## config.mk

```make
export PLATFORM = sky130hd
export DESIGN_NAME = phy_specific_config
export DESIGN_NICKNAME = d
export VERILOG_FILES = /design/src/verilog/phy_cfg_pkg.sv /design/src/verilog/sm_reset_timer.sv /design/src/verilog/phy_specific_config.sv
export SDC_FILE = /design/constraint.sdc
export NUM_CORES = 1
export LEC_CHECK = 0
export BUFFER_PORTS_ARGS = -buffer_cell sky130_fd_sc_hd__clkbuf_2
export CORE_MARGIN = 5
export CORE_UTILIZATION = 48
export CTS_BUF_LIST = sky130_fd_sc_hd__clkbuf_8
export CTS_CLUSTER_DIAMETER = 100
export DETAILED_ROUTE_END_ITERATION = 7
export PLACE_DENSITY = 0.83
export REMOVE_ABC_BUFFERS = 1
export SYNTH_ARGS = -nofsm -noshare
export SYNTH_HDL_FRONTEND = slang
export SYNTH_SLANG_ARGS = --single-unit
```

## constraint.sdc

```tcl
create_clock -name MCLK_I -period 1.95 [get_ports MCLK_I]
set_clock_uncertainty 0.05 [all_clocks]
set_input_delay 0.0975 -clock MCLK_I [delete_from_list [all_inputs] [get_ports MCLK_I]]
set_output_delay 0.0975 -clock MCLK_I [all_outputs]
set_load 0.01 [all_outputs]
```

## src/verilog/phy_cfg_pkg.sv

```systemverilog
package phy_cfg_pkg;
	// Register map
	localparam logic [7:0] CFG_OFFSET = 8'h10;
	localparam logic [7:0] STATUS_OFFSET = 8'h11;
	// Field positions in the config register
	localparam int SPEED_LED_DISABLE_BIT = 6;
	localparam int COLLISION_LED_SELECT_BIT = 5;
	localparam int AUTO_LOW_POWER_ENABLE_BIT = 4;
	localparam int STATE_MACHINE_RESET_BIT = 3;
	localparam int MGMT_PREAMBLE_SKIP_BIT = 2;
	localparam int SLEEP_BIT = 1;
	localparam int REMOTE_LOOP_OUT_BIT = 0;
	// Value after reset
	localparam logic [15:0] CFG_RESET = 16'h0014;
	// State machine reset pulse length
	localparam int SM_RESET_NS = 200;
	localparam int CLK_PERIOD_NS = 40;
	localparam int SM_RESET_CYCLES = (SM_RESET_NS + CLK_PERIOD_NS - 1) / CLK_PERIOD_NS;
	localparam logic [3:0] SM_RESET_COUNT = 4'(SM_RESET_CYCLES);

	typedef struct packed {
		logic speed_led_disable;
		logic collision_led_select;
		logic auto_low_power_enable;
		logic mgmt_preamble_skip;
		logic sleep;
		logic remote_loop_out;
	} cfg_s;

	typedef struct packed {
		logic full_duplex;
		logic collision;
		logic speed_100;
		logic signal_detect;
	} link_status_s;
endpackage

```

## src/verilog/sm_reset_timer.sv

```systemverilog
`timescale 1ns/10ps
// Stretches a one-cycle reset request into a fixed-length reset pulse
module sm_reset_timer (
	input wire logic clk,
	input wire logic arst_n,
	input wire logic ce,
	input wire logic start,
	output logic active
);
	logic [3:0] count;

	always_ff @(posedge clk or negedge arst_n) begin
		if (!arst_n) begin
			count <= 4'h0;
		end else if (ce) begin
			if (start) begin
				count <= phy_cfg_pkg::SM_RESET_COUNT;
			end else if (count != 4'h0) begin
				count <= count - 4'h1;
			end
		end
	end

	assign active = (count != 4'h0);
endmodule

```

## src/verilog/phy_specific_config.sv

```systemverilog
`timescale 1ns/10ps
module phy_specific_config (
	// Clock, reset, enable
	input wire logic MCLK_I,
	input wire logic ARST_N_I,
	input wire logic CE_I,
	// Register port
	input wire logic [7:0] ADDR_I,
	input wire logic [15:0] WDATA_I,
	input wire logic WR_I,
	input wire logic RD_I,
	output logic [15:0] RDATA_O,
	// Link status from the transceiver core, asynchronous
	input wire logic FULL_DUPLEX_I,
	input wire logic COLLISION_I,
	input wire logic SPEED_100_I,
	input wire logic SIGNAL_DETECT_I,
	// Receive data for loop-out, same clock
	input wire logic [3:0] RX_DATA_I,
	input wire logic RX_VALID_I,
	// Transmit path from the MAC side, same clock
	input wire logic [3:0] MAC_TX_DATA_I,
	input wire logic MAC_TX_VALID_I,
	output logic [3:0] TX_DATA_O,
	output logic TX_VALID_O,
	// Controls to the core
	output logic STATE_MACHINE_RESET_O,
	output logic SLEEP_O,
	output logic AUTO_LOW_POWER_ENABLE_O,
	output logic MGMT_PREAMBLE_SKIP_O,
	// LEDs
	output logic DUPLEX_COLLISION_LED_OUT_O,
	output logic SPEED_LED_OUT_O
);
	////////////////////////////////////////////////////////////////////////////
	// Input synchronisers
	phy_cfg_pkg::link_status_s status_meta;
	phy_cfg_pkg::link_status_s status_sync;
	phy_cfg_pkg::link_status_s status_raw;

	assign status_raw = '{FULL_DUPLEX_I, COLLISION_I, SPEED_100_I, SIGNAL_DETECT_I};

	always_ff @(posedge MCLK_I or negedge ARST_N_I) begin
		if (!ARST_N_I) begin
			status_meta <= '0;
			status_sync <= '0;
		end else if (CE_I) begin
			status_meta <= status_raw;
			status_sync <= status_meta;
		end
	end

	////////////////////////////////////////////////////////////////////////////
	// Register decode
	function automatic logic hit(input logic [7:0] addr, input logic [7:0] offset);
		hit = (addr == offset);
	endfunction

	wire cfg_wr = CE_I && WR_I && hit(ADDR_I, phy_cfg_pkg::CFG_OFFSET);
	wire cfg_rd = RD_I && hit(ADDR_I, phy_cfg_pkg::CFG_OFFSET);
	wire stat_rd = RD_I && hit(ADDR_I, phy_cfg_pkg::STATUS_OFFSET);

	wire wr_smr = WDATA_I[phy_cfg_pkg::STATE_MACHINE_RESET_BIT];
	wire wr_sleep = WDATA_I[phy_cfg_pkg::SLEEP_BIT];

	phy_cfg_pkg::cfg_s cfg;
	phy_cfg_pkg::cfg_s next_cfg;
	// Configuration bits keep their value across sleep; the waking write loads every field from WDATA_I
	assign next_cfg = cfg_wr ? '{
		WDATA_I[phy_cfg_pkg::SPEED_LED_DISABLE_BIT],
		WDATA_I[phy_cfg_pkg::COLLISION_LED_SELECT_BIT],
		WDATA_I[phy_cfg_pkg::AUTO_LOW_POWER_ENABLE_BIT],
		WDATA_I[phy_cfg_pkg::MGMT_PREAMBLE_SKIP_BIT],
		wr_sleep,
		WDATA_I[phy_cfg_pkg::REMOTE_LOOP_OUT_BIT]
	} : cfg;

	always_ff @(posedge MCLK_I or negedge ARST_N_I) begin
		if (!ARST_N_I) begin
			// Reset fields picked from the register reset word, constants only
			cfg <= '{
				phy_cfg_pkg::CFG_RESET[phy_cfg_pkg::SPEED_LED_DISABLE_BIT],
				phy_cfg_pkg::CFG_RESET[phy_cfg_pkg::COLLISION_LED_SELECT_BIT],
				phy_cfg_pkg::CFG_RESET[phy_cfg_pkg::AUTO_LOW_POWER_ENABLE_BIT],
				phy_cfg_pkg::CFG_RESET[phy_cfg_pkg::MGMT_PREAMBLE_SKIP_BIT],
				phy_cfg_pkg::CFG_RESET[phy_cfg_pkg::SLEEP_BIT],
				phy_cfg_pkg::CFG_RESET[phy_cfg_pkg::REMOTE_LOOP_OUT_BIT]
			};
		end else if (CE_I) begin
			cfg <= next_cfg;
		end
	end

	////////////////////////////////////////////////////////////////////////////
	// State machine reset: software request or wake from sleep
	wire wake = cfg_wr && cfg.sleep && !wr_sleep;
	wire smr_start = (cfg_wr && wr_smr) || wake;
	logic smr_active;

	sm_reset_timer u_timer (
		.clk(MCLK_I),
		.arst_n(ARST_N_I),
		.ce(CE_I),
		.start(smr_start),
		.active(smr_active)
	);

	////////////////////////////////////////////////////////////////////////////
	// Read data
	wire [15:0] cfg_word = {9'h000, cfg.speed_led_disable, cfg.collision_led_select,
		cfg.auto_low_power_enable, smr_active, cfg.mgmt_preamble_skip, cfg.sleep,
		cfg.remote_loop_out};
	wire [15:0] stat_word = {12'h000, status_sync};
	wire [15:0] next_rdata = cfg_rd ? cfg_word : (stat_rd ? stat_word : 16'h0000);

	always_ff @(posedge MCLK_I or negedge ARST_N_I) begin
		if (!ARST_N_I) begin
			RDATA_O <= 16'h0000;
		end else if (CE_I) begin
			RDATA_O <= next_rdata;
		end
	end

	////////////////////////////////////////////////////////////////////////////
	// Outputs: LEDs and loop-out
	// While asleep or in reset the core is down, so LEDs go dark
	wire quiet = cfg.sleep || smr_active;
	wire next_dc_led = quiet ? 1'b0 : (cfg.collision_led_select ?
		(status_sync.full_duplex || status_sync.collision) : status_sync.full_duplex);
	wire next_sp_led = quiet ? 1'b0 : (cfg.speed_led_disable ?
		status_sync.signal_detect : status_sync.speed_100);
	wire [3:0] next_tx_data = cfg.remote_loop_out ? RX_DATA_I : MAC_TX_DATA_I;
	wire next_tx_valid = !quiet && (cfg.remote_loop_out ? RX_VALID_I : MAC_TX_VALID_I);

	always_ff @(posedge MCLK_I or negedge ARST_N_I) begin
		if (!ARST_N_I) begin
			DUPLEX_COLLISION_LED_OUT_O <= 1'b0;
			SPEED_LED_OUT_O <= 1'b0;
			TX_DATA_O <= 4'h0;
			TX_VALID_O <= 1'b0;
		end else if (CE_I) begin
			DUPLEX_COLLISION_LED_OUT_O <= next_dc_led;
			SPEED_LED_OUT_O <= next_sp_led;
			TX_DATA_O <= next_tx_data;
			TX_VALID_O <= next_tx_valid;
		end
	end

	assign STATE_MACHINE_RESET_O = smr_active;
	assign SLEEP_O = cfg.sleep;
	assign AUTO_LOW_POWER_ENABLE_O = cfg.auto_low_power_enable;
	assign MGMT_PREAMBLE_SKIP_O = cfg.mgmt_preamble_skip;
endmodule

```

# ---- Word-level counts from Yosys, hierarchy flattened
# Cells that the tools add are included.
dict set report word_totals {
  reg_bits 41
  latch_bits 0
  ramBits 0
  rom_bits 0
  input_bits 43
  output_inout_bits 27
  elab_cells 50
  n_memories 0
}
dict set report classes {
  addsub 1
  n_mul 0
  div 0
  order_cmp 0
  eq_ne 2
  n_shift 0
  muxes 10
  bitwise_logic 0
  reduce_logical 17
}
# operator count
set ops {}
lappend ops {{8-bit by 5-bit == test with 1-bit output, second input constant} 2}
lappend ops {{4-bit two-way mux} 4}
lappend ops {{1-bit logical AND} 8}
lappend ops {{7-bit two-way mux} 1}
lappend ops {{1-bit two-way mux} 5}
lappend ops {{2-bit AND reduction} 2}
lappend ops {{4-bit nonzero test} 1}
lappend ops {{4-bit by 1-bit subtractor with 4-bit output, second input constant} 1}
lappend ops {{1-bit logical OR} 3}
lappend ops {{1-bit zero test} 2}
lappend ops {{2-bit nonzero test} 1}

# ---- Longest topological paths before layout
dict set report depth {
  ltp_word 7
  depth_mapped 7
  depth_no_buf 7
}

# ---- Cells and area by module
# A second synthesis with hierarchy kept.
dict set report unflattened {
  cells_unflattened 122
  hier_area_um2 1546.5
}
# mod instances cells_per_inst area_per_inst_um2 seq_area_each_um2
set by_module_without_submodules {}
lappend by_module_without_submodules {phy_specific_config 1 96 1295.0 703.2}
lappend by_module_without_submodules {sm_reset_timer 1 26 251.5 100.1}

# ---- Worst setup path after synthesis
# OpenSTA, ideal clock, no wires.
dict set report synth_path {
  path_kind {flip-flop to flip-flop}
  startpoint {register u_timer.count[0]}
  endpoint {register RDATA_O[3]}
  setup_time_ns 0.125
  t_arrival_ns 1.306
  required_ns 1.775
  setup_slack_ns 0.469
  path_stages_with_launch 8
  n_path_buf 0
  synth_period_minus_slack_ns 1.481
  cell_sequence {dfrtp_1 -> inv_1 -> ha_1 -> nor3b_2 -> inv_1 -> mux2i_1 -> nor2_1 -> mux2_2}
}
dict set report synth_between {
  elab_chain_cells 2
}
# item line
set synth_rtl {}
lappend synth_rtl {{from (decl)} sm_reset_timer.sv:10} ;# logic [3:0] count;
lappend synth_rtl {{from (signal assigned)} sm_reset_timer.sv:17} ;# count <= phy_cfg_pkg::SM_RESET_COUNT;
lappend synth_rtl {{from (signal assigned)} sm_reset_timer.sv:19} ;# count <= count - 4'h1;
lappend synth_rtl {{4-bit nonzero test} sm_reset_timer.sv:24} ;# assign active = (count != 4'h0);
lappend synth_rtl {{net STATE_MACHINE_RESET_O} phy_specific_config.sv:27} ;# output logic STATE_MACHINE_RESET_O,
lappend synth_rtl {{7-bit two-way mux} phy_specific_config.sv:114} ;# wire [15:0] next_rdata = cfg_rd ? cfg_word : (stat_rd ? stat_word : 16'h0000);
lappend synth_rtl {{to (signal assigned)} phy_specific_config.sv:120} ;# RDATA_O <= next_rdata;
lappend synth_rtl {{to (decl)} phy_specific_config.sv:12} ;# output logic [15:0] RDATA_O,
# The timed path passes the listed nets, and every way through them passes these cells.
# A chain may end at the register's enable or synchronous reset.

# ---- Final worst setup path
dict set report layout_path {
  startpoint {register u_timer.count[1]}
  endpoint {register RDATA_O[3]}
}
dict set report layout_between {
  elab_chain_cells 2
}
# item line
set layout_rtl {}
lappend layout_rtl {{4-bit nonzero test} sm_reset_timer.sv:24}
lappend layout_rtl {{7-bit two-way mux} phy_specific_config.sv:114}
# No other way between the ends.

==> impl_results.md <==
- Drt wl/cell: 14.9 um
- Max-cap violations: 0
- Startpoint types: register
- Dpl cells: between 200 and 250
- Int Pwr: ~1.2 mW
- Fmax: slightly above 600 MHz
- Register area share after synthesis: a little over half
- Final worst-path cycle share: 83.6%
- Count of cell types in the netlist: 28
- Setup crit start: u_timer.count[1]
- Hold Buf Count CTS: 7
- CTS H-tree lvls: 2
- Unrepaired setup endpoints after global routing: false
- Routability cong.: 0.757
- Residual DRC count: 0
- Critical path type: reg -> reg
- Post-Syn Instances: 131
- Via count: roughly 1200
- Final max-slew violation count: 0
- Ant diodes: 0
- Postcts setup bufs: 0
- Wire length of the first global-routing pass: 5.82 mm
- Setup tns final: 0 ns
- Hold Path Origin: WDATA_I[6]
- Pwr Density: slightly above 800 nW/um2
- Arrival time at the worst endpoint: 1.74 ns
- Pre-CTS WS: 0.339 ns
- Critical path peak fanout: 4
- 1st-iter DRT viols: 49
- Hpwl dp: 2.63 mm
- Synth Warn #: 0
- Post-route insts no fill: around 240
- Worst setup margin: 0.319 ns
- Least-Margin Pin Slew: 0.775 ns
- Combinational Power Share: 19.1%
- Status: completed
- Clock root buffer: clkbuf_8
- Via density: 4.91
- Final hold slack: 0.0116 ns
- Final layout net count: 236
- Power, Total: ~1.6 mW
- Die area: about 4400 um2
- Drt pass-1 iters: 4
- Antenna Nets Post-Route: 0
- Worst Path Required: 2.06 ns
- Hold WC Path Type: in -> reg
- Switch share: 27.3%
- Clock transition at the registers of the reported paths: about 0.060 ns
- Final Hold Fails: 0
- FP Rows: 20
- Synth Register Bits: 32
- CTS Buf Count: 5
- # IOs: 70
- LEAKAGE: 0.975 nW
- Routed WL: 3.53 mm
- Die X: 66.6 um
- Worst r2r src: u_timer.count[1]
- Vias in the first global route: 1218
- Layout area overhead: 27.7%
- Total gr overflow: 0
- Starting density of the core: between 50% and 60%
- Mapped Area: 1540 um2
- Setup crit end kind: register
- Core ar.: 3080 um2
- CTS-repair resized insts: 0
- CTS sink cnt: 32
- Seq pwr share: 49.5%
- P_sw: 0.440 mW
- Total Routing Usage GR: 18.1%
- Die H: roughly 67 um
- Port bufs: 51
- Setup violations, final: 0
- Syn_area_per_cell: 11.8 um2
- Initial antenna violation count: 0
- CTS tree: yes
- Minimum clock period after layout: roughly 1.6 ns
- Slew headroom: between 40% and 50%
- Clk Latency, worst-skew pair: 0.28 ns
- Largest net degree at the start of global routing: 39
- Share of layout cells above drive strength 1: between 40% and 50%
- Clock Path Buffers: 2
- Clock power frac: 31.4%
- VDD IR-drop max: about 0.50 mV
[power groups by stage]
stage / registers (mW) / clock network [mW] / logic, mW
3_3_place_gp: 0.797 / 0 / 0.269
6_report: 0.796 / 0.505 / 0.307
5_1_grt: 0.809 / 0.548 / 0.340
4_1_cts: 0.795 / 0.521 / 0.307
3_5_place_dp: 0.806 / 0 / 0.296
2_1_floorplan: 0.797 / 0 / 0.173
[registers in the layout (all words and copies together) (netlist names)]
| register | count |
|---|---|
| TX_DATA_O | 4 |
| cfg | 3 |
| TX_VALID_O | 1 |
| u_timer.count | 4 |
| SPEED_LED_OUT_O | 1 |
| AUTO_LOW_POWER_ENABLE_O | 1 |
| RDATA_O | 7 |
| status_meta | 4 |
| DUPLEX_COLLISION_LED_OUT_O | 1 |
| SLEEP_O | 1 |
| MGMT_PREAMBLE_SKIP_O | 1 |
| stat_word | 4 |
[metal layers]
metal	routed length [um]	vias to the layer above	track usage [%]
met4	104	0	10.9
met1	1420	543	20.7
li1	-	558	-
met2	1750	46	30.0
met3	248	11	4.72
met5	0	-	0
[cell usage in the layout, fill, tap and decap left out]
master         synthesis  routed
a21boi_1               1       1
a21oi_1                5       5
a22o_1                 1       1
a31o_2                 3       3
and3b_1                1       1
buf_4                  9       1
clkbuf_2               1      51
clkbuf_8               0       6
conb_1                 1       9
dfrtp_1               30      30
dfstp_2                2       2
dlygate4sd3_1          0       8
ha_1                   2       2
inv_1                  9      11
mux2_2                19      19
mux2i_1                7       7
nand2_1                5       5
nand2b_1               1       1
nand3_1                4       4
nand3b_1               2       2
nor2_1                 6       6
nor2b_1                4       4
nor3_1                 1       1
nor3b_2                1       1
nor4b_4                1       1
o2111ai_2              1       1
o22ai_1                7       7
o311ai_1               1       1
or3_1                  1       1
[Yosys cell counts]
cell type | count | area (um2)
and3b_1 | 1 | 8.76
dfrtp_1 | 30 | 751
a22o_1 | 1 | 8.76
nor3b_2 | 1 | 12.5
nor2b_1 | 4 | 25.0
a21oi_1 | 5 | 25.0
o2111ai_2 | 1 | 15.0
nand3b_1 | 2 | 15.0
buf_4 | 9 | 67.6
o311ai_1 | 1 | 8.76
dfstp_2 | 2 | 52.6
ha_1 | 2 | 25.0
nor4b_4 | 1 | 23.8
a21boi_1 | 1 | 7.51
or3_1 | 1 | 6.26
nand2b_1 | 1 | 6.26
mux2i_1 | 7 | 70.1
nand2_1 | 5 | 18.8
nor3_1 | 1 | 5.00
nor2_1 | 6 | 22.5
o22ai_1 | 7 | 43.8
mux2_2 | 19 | 214
clkbuf_1 | 5 | 18.8
clkbuf_2 | 1 | 5.00
nand3_1 | 4 | 20.0
conb_1 | 1 | 3.75
a31o_2 | 3 | 26.3
inv_1 | 9 | 33.8
[logic make-up (layout without fill, tap and decap cells)]
kind of cell    Yosys count  in the layout  share of synthesized area [%]
flops                    32             32                           52.2
simple gates             27             27                           10.6
mux                      26             26                           18.4
buf+inv                  24             77                           8.12
compound gates           19             19                           8.77
fa+ha+maj                 2              2                           1.62
other cells               1              9                          0.243
[critical path, stage by stage, from the launching register on]
cell and delay (ns):
dfrtp_1 0.38, inv_1 0.11, ha_1 0.15, nor3b_2 0.22
inv_1 0.14, mux2i_1 0.14, nor2_1 0.05, mux2_2 0.28
[metrics by stage]
step | utilization [%] | instance area, um2
after detailed placement | 58.4 | 1800
after global placement | 58.4 | 1800
after floorplan | - | 1480
after CTS | 63.6 | 1960
final | 63.9 | 1970
after global routing | 63.9 | 1970
[cell type report]
type | instances | area (um2)
sequential | 32 | 803
tap | 44 | 55.1
fill | 240 | 1110
clock buffer | 6 | 82.6
inverter | 9 | 33.8
multi-input combinational | 83 | 642
timing repair buffer | 60 | 343
clock inverter | 2 | 7.51
[worst paths after layout]
path	endpoint	depth (start not counted)	slack, ns
setup / recovery	RDATA_O[3]	7	0.32
hold / removal	cfg[5]	2	0.01
setup reg to reg	RDATA_O[3]	7	0.32
hold reg to reg	stat_word[2]	1	0.46
max in group asynchronous	status_meta[3]	2	0.99
min in group asynchronous	RDATA_O[6]	2	0.37
No activity file was read; power rests on OpenSTA's default activity.
